`config.mk`:
```
export PLATFORM = sky130hd
export DESIGN_NAME = wdt_top
export DESIGN_NICKNAME = d
export VERILOG_FILES = /design/src/wdt_cycle_counter.v /design/src/wdt_top.v
export VERILOG_INCLUDE_DIRS = /design/src /design/src/src
export SDC_FILE = /design/constraint.sdc
export NUM_CORES = 1
export LEC_CHECK = 0
export ABC_AREA = 1
export BUFFER_PORTS_ARGS = -buffer_cell sky130_fd_sc_hd__clkbuf_2
export CELL_PAD_IN_SITES_DETAIL_PLACEMENT = 2
export CELL_PAD_IN_SITES_GLOBAL_PLACEMENT = 2
export CORE_ASPECT_RATIO = 0.9
export CORE_MARGIN = 8
export CORE_UTILIZATION = 31
export DETAILED_ROUTE_END_ITERATION = 8
export HOLD_SLACK_MARGIN = 0.06
export PLACE_DENSITY = 0.84
export SLEW_MARGIN = 20
export SYNTH_ARGS = -nofsm -noshare
export SYNTH_HDL_FRONTEND = slang
export SYNTH_SLANG_ARGS = --single-unit
export TNS_END_PERCENT = 5
```
`constraint.sdc`:
```
create_clock -name clk_i -period 2.1 [get_ports clk_i]
set_input_delay 0.21 -clock clk_i [delete_from_list [all_inputs] [get_ports clk_i]]
set_output_delay 0.21 -clock clk_i [all_outputs]
set_load 0.01 [all_outputs]
```
`src/wdt_defs.vh`:
```
`ifndef WDT_DEFS_VH
`define WDT_DEFS_VH

// Register map: control word at byte 0x0c, status word at 0x10
`define WDT_CTRL_OFFS 12'h00c
`define WDT_STAT_OFFS 12'h010

// Control field layout
`define WDT_ACT_BIT 7
`define WDT_TOP_BIT 6
`define WDT_CNT_MSB 6
`define WDT_CTRL_RESET 8'h7f

// Counter rates
`define WDT_PRESCALE_CYCLES 49152
`define WDT_HALT_WAKE_CLOCKS 4096

// Reset pulse width, nanoseconds, and clock period
`define WDT_RST_PULSE_NS 30000
`define WDT_CLK_PERIOD_NS 4

// AXI responses
`define WDT_RESP_OKAY 2'b00
`define WDT_RESP_SLVERR 2'b10

`endif

```
`src/wdt_cycle_counter.v`:
```
`timescale 1ns/10ps
`default_nettype none

// Free-running divider: pulses tick_o every LIMIT enabled cycles
module wdt_cycle_counter #(
  parameter WIDTH = 16,
  parameter [WIDTH-1:0] LIMIT = 16'd49152
) (
  input wire clk_i,
  input wire rstn_i,
  input wire en_i,
  input wire restart_i,
  output wire tick_o
);
  reg [WIDTH-1:0] cnt_r;

  // Terminal count when reaching LIMIT-1
  assign tick_o = en_i && !restart_i && (cnt_r == LIMIT - {{(WIDTH-1){1'b0}}, 1'b1});

  // Restart wins so a reload gets a full first step
  always @(posedge clk_i or negedge rstn_i) begin
    if (!rstn_i) begin
      cnt_r <= {WIDTH{1'b0}};
    end else if (restart_i) begin
      cnt_r <= {WIDTH{1'b0}};
    end else if (en_i) begin
      if (tick_o) begin
        cnt_r <= {WIDTH{1'b0}};
      end else begin
        cnt_r <= cnt_r + {{(WIDTH-1){1'b0}}, 1'b1};
      end
    end
  end
endmodule // wdt_cycle_counter

`default_nettype wire

```
`src/wdt_top.v`:
```
// Our own choices: the AXI4-Lite slave port and the address map.
`timescale 1ns/10ps
`default_nettype none
`include "wdt_defs.vh"

// Behaviour
// - Count field decrements once every 49,152 machine cycles.
// - Lower six count bits choose timeout in 64 steps.
// - Active and count 40h to 3Fh starts low reset pulse, about 30us.
// - Counter keeps decrementing even while watchdog is inactive.
// - At 8 MHz, FFh gives 393.216 ms, C0h gives 6.144 ms.
// - Inactive after reset; once active, only reset deactivates it.
// - Writing activation set with top count bit clear forces reset.
// - Hardware option makes watchdog always active, activation bit ignored.
// - Reset-on-halt option plus active watchdog: halt resets at once.
// - Otherwise halt freezes counter, no reset until wake or reset.
// - External-interrupt wake resumes counting 4096 clocks later.
// - Control holds activation in bit 7, count in bits 6..0.
// - Control resets to 7Fh.
module wdt_top #(
  parameter PRESCALE = `WDT_PRESCALE_CYCLES,
  parameter WAKE_DELAY = `WDT_HALT_WAKE_CLOCKS,
  parameter PULSE_NS = `WDT_RST_PULSE_NS
) (
  input wire clk_i,
  input wire rstn_i,
  input wire clk_en_i,
  // Option-byte straps
  input wire opt_hw_watchdog_i,
  input wire opt_reset_on_halt_i,
  // Power control
  input wire halt_i,
  input wire ext_wake_i,
  // AXI4-Lite slave
  input wire [11:0] s_axi_awaddr,
  input wire s_axi_awvalid,
  output wire s_axi_awready,
  input wire [31:0] s_axi_wdata,
  input wire [3:0] s_axi_wstrb,
  input wire s_axi_wvalid,
  output wire s_axi_wready,
  output reg [1:0] s_axi_bresp,
  output reg s_axi_bvalid,
  input wire s_axi_bready,
  input wire [11:0] s_axi_araddr,
  input wire s_axi_arvalid,
  output wire s_axi_arready,
  output reg [31:0] s_axi_rdata,
  output reg [1:0] s_axi_rresp,
  output reg s_axi_rvalid,
  input wire s_axi_rready,
  // Reset request, low while asserted
  output reg wdt_rst_n_o,
  output wire wdt_active_o
);
  localparam PULSE_CYC = (PULSE_NS + `WDT_CLK_PERIOD_NS - 1) / `WDT_CLK_PERIOD_NS;

  // Sized copies so word-index compares and reset loads match widths
  localparam [11:0] CTRL_ADDR = `WDT_CTRL_OFFS;
  localparam [11:0] STAT_ADDR = `WDT_STAT_OFFS;
  localparam [7:0] CTRL_RST = `WDT_CTRL_RESET;

  // Power states
  localparam [1:0] ST_RUN = 2'b00;
  localparam [1:0] ST_HALT = 2'b01;
  localparam [1:0] ST_WAKE = 2'b10;

  reg act_r;
  reg [6:0] cnt_r;
  reg [1:0] pst_r;
  reg [12:0] wake_r;
  reg [15:0] pulse_r;
  reg aw_r;
  reg [11:0] awaddr_r;
  reg w_r;
  reg [7:0] wdata_r;
  reg wstrb0_r;

  wire tick;
  wire running;
  wire active;
  wire wr_go;
  wire wr_ctrl;
  wire expire;
  wire force_rst;
  wire halt_rst;
  wire trigger;
  wire [6:0] cnt_dec;

  // Address decode, shared by both channels
  function is_ctrl;
    input [11:0] a;
    begin
      is_ctrl = (a[11:2] == CTRL_ADDR[11:2]);
    end
  endfunction

  function is_stat;
    input [11:0] a;
    begin
      is_stat = (a[11:2] == STAT_ADDR[11:2]);
    end
  endfunction

  // Hardware option overrides the activation bit
  // forced activation
  assign active = act_r | opt_hw_watchdog_i;
  assign wdt_active_o = active;

  // Counter only runs with the oscillator on
  // frozen in halt
  assign running = clk_en_i && (pst_r == ST_RUN);

  // timeout is steps times PRESCALE cycles
  wdt_cycle_counter #(
    .WIDTH(16),
    .LIMIT(PRESCALE[15:0])
  ) u_presc (
    .clk_i(clk_i),
    .rstn_i(rstn_i),
    .en_i(running),
    .restart_i(wr_ctrl),
    .tick_o(tick)
  );

  // Write handshake: address and data may arrive in either order
  assign s_axi_awready = !aw_r && !s_axi_bvalid;
  assign s_axi_wready = !w_r && !s_axi_bvalid;
  assign wr_go = clk_en_i && aw_r && w_r && !s_axi_bvalid;
  assign wr_ctrl = wr_go && is_ctrl(awaddr_r) && wstrb0_r;
  assign cnt_dec = cnt_r - 7'h01;

  assign expire = running && tick && (cnt_r == 7'h40);
  assign force_rst = wr_ctrl && (wdata_r[`WDT_ACT_BIT] | opt_hw_watchdog_i | act_r)
    && !wdata_r[`WDT_TOP_BIT];
  assign halt_rst = clk_en_i && halt_i && opt_reset_on_halt_i && (pst_r == ST_RUN);
  assign trigger = (active && (expire || halt_rst)) || force_rst;

  // Write channel capture
  always @(posedge clk_i or negedge rstn_i) begin
    if (!rstn_i) begin
      aw_r <= 1'b0;
      awaddr_r <= 12'h000;
      w_r <= 1'b0;
      wdata_r <= 8'h00;
      wstrb0_r <= 1'b0;
      s_axi_bvalid <= 1'b0;
      s_axi_bresp <= `WDT_RESP_OKAY;
    end else if (clk_en_i) begin
      if (s_axi_awvalid && s_axi_awready) begin
        aw_r <= 1'b1;
        awaddr_r <= s_axi_awaddr;
      end
      if (s_axi_wvalid && s_axi_wready) begin
        w_r <= 1'b1;
        wdata_r <= s_axi_wdata[7:0];
        wstrb0_r <= s_axi_wstrb[0];
      end
      if (wr_go) begin
        aw_r <= 1'b0;
        w_r <= 1'b0;
        s_axi_bvalid <= 1'b1;
        // Status word is read-only; writes there are accepted and ignored
        s_axi_bresp <= (is_ctrl(awaddr_r) || is_stat(awaddr_r)) ?
          `WDT_RESP_OKAY : `WDT_RESP_SLVERR;
      end else if (s_axi_bvalid && s_axi_bready) begin
        s_axi_bvalid <= 1'b0;
      end
    end
  end

  // Read channel: one outstanding read
  assign s_axi_arready = !s_axi_rvalid;

  always @(posedge clk_i or negedge rstn_i) begin
    if (!rstn_i) begin
      s_axi_rvalid <= 1'b0;
      s_axi_rdata <= 32'h0000_0000;
      s_axi_rresp <= `WDT_RESP_OKAY;
    end else if (clk_en_i) begin
      if (s_axi_arvalid && s_axi_arready) begin
        s_axi_rvalid <= 1'b1;
        s_axi_rresp <= `WDT_RESP_OKAY;
        if (is_ctrl(s_axi_araddr)) begin
          s_axi_rdata <= {24'h000000, act_r, cnt_r};
        end else if (is_stat(s_axi_araddr)) begin
          s_axi_rdata <= {28'h0000000, !wdt_rst_n_o, pst_r, active};
        end else begin
          s_axi_rdata <= 32'h0000_0000;
          s_axi_rresp <= `WDT_RESP_SLVERR;
        end
      end else if (s_axi_rvalid && s_axi_rready) begin
        s_axi_rvalid <= 1'b0;
      end
    end
  end

  // Control register and count
  always @(posedge clk_i or negedge rstn_i) begin
    if (!rstn_i) begin
      act_r <= CTRL_RST[`WDT_ACT_BIT];
      cnt_r <= CTRL_RST[`WDT_CNT_MSB:0];
    end else if (wr_ctrl) begin
      // activation is sticky, a low write cannot clear it
      act_r <= act_r | wdata_r[`WDT_ACT_BIT];
      // full count load, low six bits set delay
      cnt_r <= wdata_r[`WDT_CNT_MSB:0];
    end else if (running && tick) begin
      cnt_r <= cnt_dec;
    end
  end

  // Power-state sequencing around halt
  always @(posedge clk_i or negedge rstn_i) begin
    if (!rstn_i) begin
      pst_r <= ST_RUN;
      wake_r <= 13'h0000;
    end else if (clk_en_i) begin
      case (pst_r)
        ST_RUN: begin
          // Reset-on-halt path leaves the counter running into reset
          if (halt_i && !(opt_reset_on_halt_i && active)) begin
            pst_r <= ST_HALT;
          end
        end
        ST_HALT: begin
          if (ext_wake_i) begin
            pst_r <= ST_WAKE;
            wake_r <= 13'h0000;
          end
        end
        ST_WAKE: begin
          if (wake_r == WAKE_DELAY[12:0] - 13'h0001) begin
            pst_r <= ST_RUN;
          end else begin
            wake_r <= wake_r + 13'h0001;
          end
        end
        default: begin
          pst_r <= ST_RUN;
        end
      endcase
    end
  end

  // Reset pulse timer; a new trigger is ignored while one is running
  // low pulse width
  always @(posedge clk_i or negedge rstn_i) begin
    if (!rstn_i) begin
      pulse_r <= 16'h0000;
      wdt_rst_n_o <= 1'b1;
    end else if (clk_en_i) begin
      if (pulse_r != 16'h0000) begin
        pulse_r <= pulse_r - 16'h0001;
        wdt_rst_n_o <= (pulse_r == 16'h0001);
      end else if (trigger) begin
        // Full count: the loading edge itself is the first low cycle
        pulse_r <= PULSE_CYC[15:0];
        wdt_rst_n_o <= 1'b0;
      end
    end
  end
endmodule // wdt_top

`default_nettype wire

```
; Word-level counts from Yosys, hierarchy flattened
; Cells that the tools add are included.
; W data, S select, Z words.
[word_totals]
ff_bits = 117
inputBits = 72
elab_cells = 125
[op_classes]
muxes = 29
n_addsub = 4
bitwise_logic = 4
reduce_logical = 57
eq_ne = 14
[op_table]
columns = op, n
row1 = $mux W16, 5
row2 = $mux W13, 2
row3 = $pmux W13 S2, 1
row4 = $logic_and A1 B1 Y1, 25
row5 = $eq A10 B2 Y1 const B, 2
row6 = $eq A10 B3 Y1 const B, 2
row7 = $reduce_and A2 Y1, 9
row8 = $add A16 B1 Y16 const B, 1
row9 = $eq A16 B1 Y1 const B, 1
row10 = $eq A16 B16 Y1 const B, 1
row11 = $reduce_bool A16 Y1, 1
row12 = $reduce_bool A2 Y1, 8
row13 = $sub A16 B1 Y16 const B, 1
row14 = $mux W7, 2
row15 = $add A13 B1 Y13 const B, 1
row16 = $eq A13 B12 Y1 const B, 1
row17 = $mux W2, 6
row18 = $mux W1, 10
row19 = $logic_not A1 Y1, 8
row20 = $mux W8, 1
row21 = $reduce_and A4 Y1, 2
row22 = $eq A7 B7 Y1 const B, 1
row23 = $sub A7 B1 Y7 const B, 1
row24 = $ne A2 B2 Y1 const B, 3
row25 = other kinds (8), 13

; Depth between registers and ports, before layout
; Gate-level depths: netlist (run 1).
[depth]
depth_word = 15
ltp_mapped = 13
ltp_nobuf = 12

; By module
; From an unflattened synthesis (run 1), not the netlist that was laid out.
[unflattened]
cells_unflattened = 724
hier_area_um2 = 5311.3
[by_module_without_submodules]
columns = module, cells_per_inst, instances, area_per_inst_um2, seq_area_each_um2
row1 = wdt_top, 578, 1, 4270.3, 1836.8
row2 = wdt_cycle_counter, 146, 1, 1041.0, 400.4

; Worst setup path before layout (run 1)
; No wires, ideal clock.
[synth_path]
path_kind = reg-to-reg
from = reg cnt_r[0]
to = reg pulse_r[8]
stages_incl_launch_ff = 13
arrival_time_ps = 1565
slack_ps = 418
path_cell_list = dfstp_2 > inv_1 > ha_1 > nand2_1 > nor2_1 > nand3_1 > nor2_1 > nand4_2 > nand2_4 > nand2_4 > buf_6 > nand2_1 > nand2_1
[synth_via]
elab_chain_len = 7
[synth_lines]
columns = element, line
row1 = start: declaration, wdt_top.v:69  ; reg [6:0] cnt_r;
row2 = start signal: assignment, wdt_top.v:202  ; cnt_r <= CTRL_RST[`WDT_CNT_MSB:0];
row3 = start signal: assignment, wdt_top.v:207  ; cnt_r <= wdata_r[`WDT_CNT_MSB:0];
row4 = start signal: assignment, wdt_top.v:209  ; cnt_r <= cnt_dec;
row5 = $eq A7 B7 Y1, wdt_top.v:133  ; assign expire = running && tick && (cnt_r == 7'h40);
row6 = $logic_and A1 B1 Y1, wdt_top.v:133
row7 = $logic_or A1 B1 Y1, wdt_top.v:137  ; assign trigger = (active && (expire || halt_rst)) || force_rst;
row8 = $logic_and A1 B1 Y1, wdt_top.v:137
row9 = $logic_or A1 B1 Y1, wdt_top.v:137
row10 = $reduce_bool A2 Y1 (no source line), --
row11 = $reduce_and A2 Y1 (no source line), --
row12 = end signal: assignment, wdt_top.v:254  ; pulse_r <= pulse_r - 16'h0001;
row13 = end signal: assignment, wdt_top.v:258  ; pulse_r <= PULSE_CYC[15:0];
row14 = end: declaration, wdt_top.v:72  ; reg [15:0] pulse_r;
; No other way between the ends.
; A chain may end at the register's enable or synchronous reset.

; Worst setup path after layout (run 1)
[layout_path]
from = reg cnt_r[1]
to = reg pulse_r[2]
; Same word-level chain as after synthesis.

==> metrics.txt, run 1 <==
status=finished clean; Hold WS=95.6 ps; clk root buf=clkbuf_16; design area=6050 sq um; busiest grt layer=met2; Synth Area in Adders=1.45%; most common flop cell mapped by yosys=dfrtp_1; Die H=139 microns; sequential fraction of the synthesis area=43.2%; worst r2r path cells=11; row cnt=45; vias per inst=4.88; post-placement cell count=955; pre-CTS WS=122 ps; Core Util, Final=36.4%; CTS buffer count=9; fillers=1,949; max-slew violations=0; headroom to the max-slew limit=60.4%; placed cell areas=5720 sq um; Worst Tran Pin Value=593 ps; critical path arrival=2210 ps; R2R Setup Slk=180 ps; # port buffers=57; Clock Pin Slew Worst Setup and Hold Paths=70 ps; Post-synth EDFFs=0; first-pass GRT wire length=27,800 microns; DRT Pass-1 Iters=4; CP startpoint kind=flop; Yosys warnings=0; maxcap violations=0; Synth Area per Inst=7.61 sq um; Setup Viol. Count Final=0; Async SR Flop Fraction=100%; core area=16,600 sq um; CTS H-tree lvls=3; Die W=152 microns; leak pwr=3.13 nW; largest net degree at the start of global routing=43; initial antenna violation count=0; reg2reg start=cnt_r[1]; per-cell routed wire length=16.9 microns; fraction of layout cells with a size suffix above 1=18.0%; Die Area=21,100 sq um; met2 Use GR=29.2%; DP HPWL=12,800 microns; Netlist cell types=41; Post-Synth XOR/XNOR Area=2.54%; drt drc=0; Gate Count Post-Synth=680; GRT overflow=0; # IOs=115; postcts setup bufs=0; overall global routing resource usage=16.0%; cell area after synthesis=5170 sq um; Synth Area in Simple Gates=30.8%; FMAX=522 MHz; # clock sinks=89; pwr/cell area=1060 nW/um^2; worst setup path startpoint=cnt_r[1]; min-delay worst type=input port to flop; Worst VDD drop=0.467 mV; GR Util met1=18.4%; remaining antenna violation count=0; worst path required time=2390 ps; Critical R2R Capture=pulse_r[2]; critical path peak fanout=15; final hold vios=0; main combinational cell family by area after synthesis=simple AND/OR/NAND/NOR gates; clock skew=8.51 ps; Final nets=834; mux contribution to synthesized area=1.96%; TritonCTS clock tree=yes; Area growth, synth to finish=16.9%; CP Class=flop to flop; GPL Wtd Cong=0.814; Clock Path Buffers=2; Clk Latency, worst-skew pair=350 ps; min Tclk post-route=1920 ps; drt total wl=16,400 microns; RSZ-0062 raised after global routing=yes; Compound-Gate Fraction of Synth Area=8.15%; CP endpoint kind=flop; Yosys reg bits=89; Starting Density=31.1%; final std cells w/o fill=972; first-iteration detailed-routing DRC count=147; vias in the first global route=5,514; Setup crit end=pulse_r[2]; Via Count=4,746; met3 Usage GRT=3.02%; Final period util=91.3%; worst setup margin=183 ps; diode count=0
[registers in the layout, summed over array words and instances, names as in the netlist]
signal	flops
w_r	1
awaddr_r	10
act_r	1
wstrb0_r	1
s_axi_bresp	1
wdt_rst_n_o	1
aw_r	1
s_axi_rvalid	1
u_presc.cnt_r	16
wdata_r	8
cnt_r	7
s_axi_rdata	8
wake_r	13
pst_r	2
s_axi_bvalid	1
pulse_r	16
s_axi_rresp	1
[cells in the final DEF, fill, tap and decap left out, types with 5 or more instances in the layout]
cell type,count
clkbuf_16,9
nand4_1,13
xor2_1,13
dfstp_2,8
o21ai_0,34
o21ai_1,5
nand3_1,60
nor2_2,5
a21oi_1,22
nor3_1,15
inv_1,88
dfrtp_1,81
mux2_2,9
nand2_2,6
nor2_1,81
conb_1,26
ha_1,6
nand2_1,155
clkbuf_2,56
buf_4,20
[through the flow]
stage | TNS [ps] | power [mW]
finish | 0 | 6.42
global route | -26.7 | 6.90
CTS | 0 | 6.52
detailed placement | 0 | 4.78
global placement | 0 | 4.56
floorplan | 0 | 4.00
[repair_timing]
action                                  in CTS  in global routing
hold buffers                                 1                  0
endpoints found under the hold margin       24                  0
gates resized for setup                      0                  4
endpoints found under the setup margin       0                 26
[cell families (layout without fill, tap and decap cells)]
family                   count (synthesis)  after routing
other                                    1             26
multiplexers                             9              9
buffers and inverters                  130            186
AO/OA/AOI/OAI                           76             76
AND/OR/NAND/NOR                        354            354
flip-flops                              89             89
adder cells (fa/ha/maj)                  6              6
XOR/XNOR                                15             15
[synthesized netlist by cell type, types with 3 or more instances]
cell | count | area, sq um
nor2_2 | 4 | 25.0
o21ai_0 | 34 | 170
nand4_1 | 13 | 81.3
a21oi_1 | 22 | 110
o22ai_1 | 4 | 25.0
nor3_1 | 15 | 75.1
nor2_1 | 82 | 308
o31ai_1 | 4 | 30.0
nand3b_1 | 3 | 22.5
clkbuf_1 | 5 | 18.8
inv_1 | 88 | 330
ha_1 | 6 | 75.1
xor2_1 | 13 | 114
nand2_1 | 157 | 589
nand2_2 | 4 | 25.0
buf_2 | 3 | 15.0
dfrtp_1 | 81 | 2030
nand3_1 | 60 | 300
or2_2 | 3 | 18.8
dfstp_2 | 8 | 210
inv_2 | 3 | 11.3
nor4_1 | 3 | 18.8
mux2_2 | 9 | 101
buf_4 | 30 | 225
o21ai_1 | 5 | 25.0
[per-layer routing]
metal  routed length, microns  up-vias
met1                     7200     2368
met5                        0        -
met2                     8420       76
li1                         -     2284
met4                      284        0
met3                      493       18
[worst min path at each step]
stage                                start            to  depth (start not counted)
after floorplan                     rstn_i         act_r                          0
after global placement              rstn_i   awaddr_r[2]                          1
after detailed placement            rstn_i   awaddr_r[3]                          1
after CTS                 s_axi_awaddr[11]  awaddr_r[11]                          2
after global routing       s_axi_awaddr[7]   awaddr_r[7]                          2
final                     s_axi_awaddr[11]  awaddr_r[11]                          2
[worst max-delay path, stage by stage (launching register included)]
cell and delay (ps):
dfstp_2 360, inv_1 120, ha_1 200, nand2_1 60
nor2_1 150, nand3_1 150, nor2_2 170, nand4_2 160
nand2_4 110, buf_6 180, nand3_1 100, nand2_1 90
[report_power, final]
part	leakage (nW)	total [mW]	internal (mW)	switching, mW
logic	1.87	2.11	0.769	1.34
clock network	0.142	1.68	0.962	0.721
registers	1.12	2.63	2.21	0.426
total	3.13	6.42	3.94	2.48
[layout make-up]
type,instances,area (sq um),share of cell area [%]
well taps,211,264,4.37
inverters,91,342,5.65
flip-flops and latches,89,2240,37.0
clock inverters,5,62.6,1.03
repair buffers,79,472,7.80
multi-input cells,486,2430,40.1
clock buffers,11,243,4.01
Power figures use the tool's default switching activity.
==> inputs of run 2 (changes only) <==
--- a/config.mk
+++ b/config.mk
@@ -16,6 +16,7 @@
 export DETAILED_ROUTE_END_ITERATION = 8
 export HOLD_SLACK_MARGIN = 0.06
 export PLACE_DENSITY = 0.84
+export REMOVE_ABC_BUFFERS = 1
 export SLEW_MARGIN = 20
 export SYNTH_ARGS = -nofsm -noshare
 export SYNTH_HDL_FRONTEND = slang
==> metrics.txt, run 2 (synthesis gave the netlist of run 1 again) <==
CP endpoint kind=flop; DP HPWL=13,100 microns (+2.2%); min-delay src=s_axi_awaddr[9]; remaining antenna violation count=0 (unchanged); GRT overflow=0 (unchanged); Via Count=4,775 (+0.61%); vias per inst=4.93 (+0.92%); largest net degree at the start of global routing=42 (-2.3%); Final period util=92.4% (+1.1 points); # port buffers=57 (unchanged); cell internal pwr=4.01 mW (+1.8%); worst setup path startpoint=wake_r[1]; critical path peak fanout=9 (-6); final hold vios=0 (unchanged); GPL Wtd Cong=0.789 (-3.1%); drt total wl=16,900 microns (+3.2%); Clock Pin Slew Worst Setup and Hold Paths=70 ps (about the same); worst path required time=2340 ps (-50 ps); crit path buf inv count=1 (-1); CP top delay family=simple AND/OR/NAND/NOR gates; setup_tns=0 ps (unchanged); min Tclk post-route=1940 ps (+23.9 ps); first-pass GRT wire length=28,900 microns (+3.9%); CTS buffer count=9 (unchanged); diode count=0 (unchanged); first-iteration detailed-routing DRC count=170 (+16%); maxcap violations=0 (unchanged); Die W=152 microns (unchanged); DRT Pass-1 Iters=4 (unchanged); clock skew=6.66 ps (-1.85 ps); core area=16,600 sq um (unchanged); most frequent cells in the layout=nand2_1 (155), inv_1 (88), dfrtp_1 (81), nor2_1 (78), nand3_1 (60); total chip power=6.50 mW (+1.2%); vias in the first global route=5,630 (+2.1%); post-placement cell count=953 (-0.21%); FMAX=515 MHz (-1.2%); Clock power frac=27.0% (+0.8 points); Critical Path, Cell by Cell=ha_1 > nand3_1 > nor2_2 > nand2_1 > o21ai_2 > nand2_2 > inv_4 > o21ai_0 > nand2_1 > nor2_1; fraction of layout cells with a size suffix above 1=18.2% (+0.20 points); # IOs=115 (unchanged); Clock Path Buffers=2 (unchanged); per-cell routed wire length=17.5 microns (+3.5%); pwr/cell area=1070 nW/um^2 (+1.1%); Area growth, synth to finish=16.9% (about the same); Most Frequent Cell on Critical Path=nand2_1; Clk Latency, worst-skew pair=350 ps (about the same); RSZ-0062 raised after global routing=no; max-slew violations=0 (unchanged); Die Area=21,100 sq um (unchanged); Starting Density=31.1% (unchanged); Die H=139 microns (unchanged); Core Util, Final=36.4% (about the same); CP startpoint kind=flop; most common cell after layout, fill and taps aside=nand2_1; TritonCTS clock tree=yes; Setup Viol. Count Final=0 (unchanged); Logic pwr share=32.4% (-0.4 points); Final nets=832 (-0.24%); share of power burned in registers=40.6% (-0.4 points); overall global routing resource usage=16.7% (+0.72 points); critical path arrival=2180 ps (-30 ps); biggest regs=pulse_r: 16 flops, u_presc.cnt_r: 16 flops, wake_r: 13 flops; status=finished clean; initial antenna violation count=0 (unchanged); final std cells w/o fill=969 (-0.31%); drt drc=0 (unchanged); clk root buf=clkbuf_16; Worst Tran Pin Value=584 ps (-8.75 ps); headroom to the max-slew limit=61.0% (+0.59 points); leak pwr=3.13 nW (about the same); CP Class=flop to flop; Max stage delay on crit path=410 ps (+50 ps); # clock sinks=89 (unchanged); Slowest cell on crit path=dfrtp_1; min-delay worst type=input port to flop; row cnt=45 (unchanged); Net Sw Frac=38.3% (-0.34 points); Worst VDD drop=0.454 mV (-2.8%); reg2reg start=wake_r[1]; Switch Pwr=2.49 mW (+0.31%); CTS H-tree lvls=3 (unchanged)
==> run 2: path summary, 6_finish.rpt <==
kind,endpoint,slack (ps),cells past startpoint
min in group asynchronous,u_presc.cnt_r[7],380,2
hold reg to reg,s_axi_rdata[5],500,2
setup / recovery,wake_r[3],160,10
max in group asynchronous,wdt_rst_n_o,1020,3
hold / removal,awaddr_r[9],80,2
setup reg to reg,wake_r[3],160,10
==> run 2: metrics by stage <==
step	setup slack, ps	hold slack [ps]	area, sq um
detailed placement	59.7	219	5700
CTS	30.0	73.0	6030
global placement	216	216	5700
global route	23.8	90.2	6050
finish	159	83.9	6050
floorplan	334	-85.6	5000
==> run 2: layout make-up <==
class,count,area [sq um]
fill,1962,10600
clock inverter,5,81.3
sequential,89,2240
clock buffer,10,229
inverter,91,344
tap,211,264
multi-input combinational,486,2440
timing repair buffer,77,457
==> run 2: metal layers <==
layer / wire, microns / global-route usage (%)
met2: 8740 / 30.1
met4: 227 / 4.41
met3: 703 / 4.42
met5: 0 / 0
met1: 7250 / 19.2
==> run 2: power groups by stage <==
stage	Combinational, mW	Sequential [mW]	Clock (mW)
3_3_place_gp	1.93	2.60	0
4_1_cts	2.14	2.64	1.81
5_1_grt	2.41	2.71	1.86
2_1_floorplan	1.38	2.55	0
6_report	2.11	2.64	1.75
3_5_place_dp	2.10	2.66	0
==> run 2: timing repair <==
| action | CTS | global route |
|---|---|---|
| pin swaps | 0 | 1 |
| hold buffers | 1 | 0 |
| gates resized for setup | 1 | 8 |
| setup endpoints to repair | 2 | 27 |
| buffers inserted | 0 | 0 |
| hold endpoints to repair | 29 | 0 |
| cloned | 0 | 0 |
==> inputs of run 3 (changes only) <==
--- a/config.mk
+++ b/config.mk
@@ -6,16 +6,15 @@
 export SDC_FILE = /design/constraint.sdc
 export NUM_CORES = 1
 export LEC_CHECK = 0
-export ABC_AREA = 1
 export BUFFER_PORTS_ARGS = -buffer_cell sky130_fd_sc_hd__clkbuf_2
 export CELL_PAD_IN_SITES_DETAIL_PLACEMENT = 2
 export CELL_PAD_IN_SITES_GLOBAL_PLACEMENT = 2
 export CORE_ASPECT_RATIO = 0.9
 export CORE_MARGIN = 8
-export CORE_UTILIZATION = 31
+export CORE_UTILIZATION = 33
 export DETAILED_ROUTE_END_ITERATION = 8
 export HOLD_SLACK_MARGIN = 0.06
-export PLACE_DENSITY = 0.84
+export PLACE_DENSITY = 0.83
 export REMOVE_ABC_BUFFERS = 1
 export SLEW_MARGIN = 20
 export SYNTH_ARGS = -nofsm -noshare
==> metrics.txt, run 3 <==
status=finished with violations; failing checks=negative setup slack; post-placement cell count=765 (-20%); Synth Area per Inst=10.1 sq um (+33%); FMAX=467 MHz (-9.4%); headroom to the max-slew limit=57.9% (-3.1 points); Post-synth EDFFs=0 (unchanged); Synth area leaders=dfrtp_1 (44%), mux2_2 (5.3%), dfstp_2 (4.5%); vias per inst=5.34 (+8.4%); drt drc=0 (unchanged); TritonCTS clock tree=yes; Worst VDD drop=0.697 mV (+54%); overall global routing resource usage=20.1% (+3.4 points); final std cells w/o fill=789 (-19%); Worst Tran Pin Value=627 ps (+42.8 ps); busiest grt layer=met2; Clock Pin Slew Worst Setup and Hold Paths=70 ps (about the same); CP endpoint kind=flop; Switch Pwr=2.43 mW (-2.4%); Die W=141 microns (-7.3%); top-count cell post-synth=dfrtp_1; Net Sw Frac=36.8% (-1.6 points); Area growth, synth to finish=31.1%; Hold WS=86.1 ps (+2.21 ps); worst path required time=2300 ps (-40 ps); worst r2r path cells=8 (-2); core area=13,900 sq um (-16%); Yosys warnings=0 (unchanged); Yosys reg bits=89 (unchanged); GR Util met1=21.4% (+2.2 points); Logic pwr share=37.4% (+5.0 points); Starting Density=33.4% (+2.3 points); first-iteration detailed-routing DRC count=165 (-2.9%); Synth area leader=dfrtp_1; critical path peak fanout=8 (-1); DP HPWL=12,900 microns (-1.8%); Hold Crit Depth=2 (unchanged); worst min-delay path endpoint=wdata_r[4]; # port buffers=57 (unchanged); GRT overflow=0 (unchanged); Setup Viol. Count Final=2 (+2); total chip power=6.61 mW (+1.7%); most common flop cell mapped by yosys=dfrtp_1; min-delay worst type=input port to flop; clk root buf=clkbuf_16; max-slew violations=0 (unchanged); Slowest cell on crit path=or4_4; reg2reg start=awaddr_r[8]; area of the multi-input gates=2350 sq um (-3.5%); placed cell areas=5580 sq um (-2.1%); Clock Path Buffers=2 (unchanged); cell area after synthesis=4650 sq um (-10%); # clock sinks=89 (unchanged); share of power burned in registers=38.8% (-1.8 points); maxcap violations=0 (unchanged); Critical R2R Capture=u_presc.cnt_r[2]; Netlist cell types=63 (+54%); sequential fraction of the synthesis area=48.1% (+4.9 points); Gate Count Post-Synth=460 (-32%); Max stage delay on crit path=560 ps (+150 ps); FF+latch area=2240 sq um (unchanged); post-synth top area share=43.6% (+4.4 points); remaining antenna violation count=0 (unchanged); Die Area=18,100 sq um (-14%); most frequent cells in the layout=dfrtp_1 (81), buf_4 (74), clkbuf_2 (56), nand2_1 (55), nor2_1 (28); leak pwr=2.85 nW (-8.9%); drt total wl=18,200 microns (+7.3%); CP startpoint kind=flop; worst setup margin=-43.1 ps (-202 ps); CP Class=flop to flop; Clock power frac=23.9% (-3.1 points); cell internal pwr=4.18 mW (+4.3%); met3 Usage GRT=3.89% (-0.54 points); Final period util=102% (+9.6 points); Most Frequent Cell on Critical Path=buf_12; fillers=1,482 (-24%); final hold vios=0 (unchanged); first-pass GRT wire length=28,000 microns (-3.0%); initial antenna violation count=0 (unchanged); biggest regs=pulse_r: 16 flops, u_presc.cnt_r: 16 flops, wake_r: 13 flops; row cnt=41 (-8.9%); diode count=0 (unchanged); Final nets=669 (-20%); Via Count=4,216 (-12%); RSZ-0062 raised after global routing=yes; critical path arrival=2350 ps (+170 ps); fraction of layout cells with a size suffix above 1=36.4% (+18 points); most common cell after layout, fill and taps aside=dfrtp_1; vias in the first global route=4,912 (-13%); largest net degree at the start of global routing=38 (-9.5%); # IOs=115 (unchanged); clock skew=13.1 ps (+6.41 ps); CTS buffer count=9 (unchanged); pre-CTS WS=-335 ps (-395 ps); CTS H-tree lvls=3 (unchanged); Async SR Flop Fraction=100% (unchanged); R2R Setup Slk=-40 ps (-200 ps); design area=6100 sq um (+0.79%); min-delay src=s_axi_wdata[4]; per-cell routed wire length=23.0 microns (+32%); Die H=129 microns (-7.2%); Clk Latency, worst-skew pair=360 ps (about the same); pwr/cell area=1080 nW/um^2 (+0.93%); DRT Pass-1 Iters=4 (unchanged); met2 Use GR=37.5% (+7.4 points); min Tclk post-route=2140 ps (+202 ps); GPL Wtd Cong=0.844 (+7.0%); Critical Path, Cell by Cell=or4_4 > nor4_4 > buf_6 > buf_12 > a311oi_4 > buf_12 > a21oi_1 > mux2i_2; synth cell count leaders=dfrtp_1 (81), nand2_1 (56), nor2_1 (29), o21ai_0 (27), buf_4 (26)
-- run 3: cell count changes in the layout (fill, tap and decap cells not counted), sizes merged, moves of 7 or more --
cell and delta:
buf +61, a21oi -11, o21ai -12, a31oi +7, nand3 -46, mux2 +13, inv -81, nand2 -107
nor2 -56
-- run 3: metrics by stage --
stage,TNS (ps),utilization [%]
after CTS,-79.0,43.0
final,-59.7,43.9
after global routing,-637,43.9
after floorplan,-5850,-
after global placement,-2720,40.1
after detailed placement,-5440,40.1
-- run 3: critical path, delay by kind of cell (launching register included) --
kind	cells	cell delay (ps)
flops	1	370
compound gates	2	280
mux	1	160
buf+inv	3	450
simple gates	2	720
-- run 3: cell families (layout without fill, tap and decap cells) --
kind of cell | after synthesis | count (layout) | synth area share (%)
simple gates | 187 | 187 | 22.1
buf+inv | 52 | 163 | 6.54
flops | 89 | 89 | 48.1
compound gates | 77 | 77 | 11.2
other cells | 1 | 26 | 0.0807
fa+ha+maj | 6 | 6 | 1.61
xor+xnor | 20 | 20 | 3.77
mux | 28 | 28 | 6.62
-- run 3: how the worst max path moves through the flow --
stage	slack, ps	depth (start not counted)	start	endpoint
final	-40	8	awaddr_r[8]	u_presc.cnt_r[2]
after global routing	-120	7	awaddr_r[8]	u_presc.cnt_r[8]
after CTS	-30	8	awaddr_r[8]	pulse_r[0]
after detailed placement	-340	6	awaddr_r[9]	pulse_r[0]
after global placement	-210	7	u_presc.cnt_r[0]	u_presc.cnt_r[6]
after floorplan	-340	5	awaddr_r[9]	pulse_r[6]
-- run 3: cell type report --
type | count | share of cell area [%]
Clock buffer | 10 | 3.92
Clock inverter | 6 | 0.698
Inverter | 9 | 0.554
Multi-Input combinational cell | 344 | 38.6
Sequential cell | 89 | 36.7
Tap cell | 193 | 3.96
Timing Repair Buffer | 138 | 15.6
-- run 3: repair_timing --
action,in CTS,in global routing
hold endpoints to repair,28,0
cloned,0,0
endpoints found under the setup margin,28,30
hold buffers,1,0
pin swaps,9,3
resized for setup,11,21
buffers inserted,6,1
-- run 3: routing by layer --
metal,routed length (microns),vias up,part of all wire (%)
met3,811,39,4.5
met4,605,0,3.3
met2,9790,130,54
met5,0,-,0
met1,6950,2170,38
li1,-,1877,-
-- run 3: power by group through the flow --
stage | Sequential (mW) | Combinational [mW] | Clock [mW]
2_1_floorplan | 2.51 | 1.01 | 0
3_3_place_gp | 2.47 | 1.96 | 0
3_5_place_dp | 2.55 | 2.17 | 0
4_1_cts | 2.53 | 2.29 | 1.62
5_1_grt | 2.60 | 2.65 | 1.66
6_report | 2.56 | 2.47 | 1.58
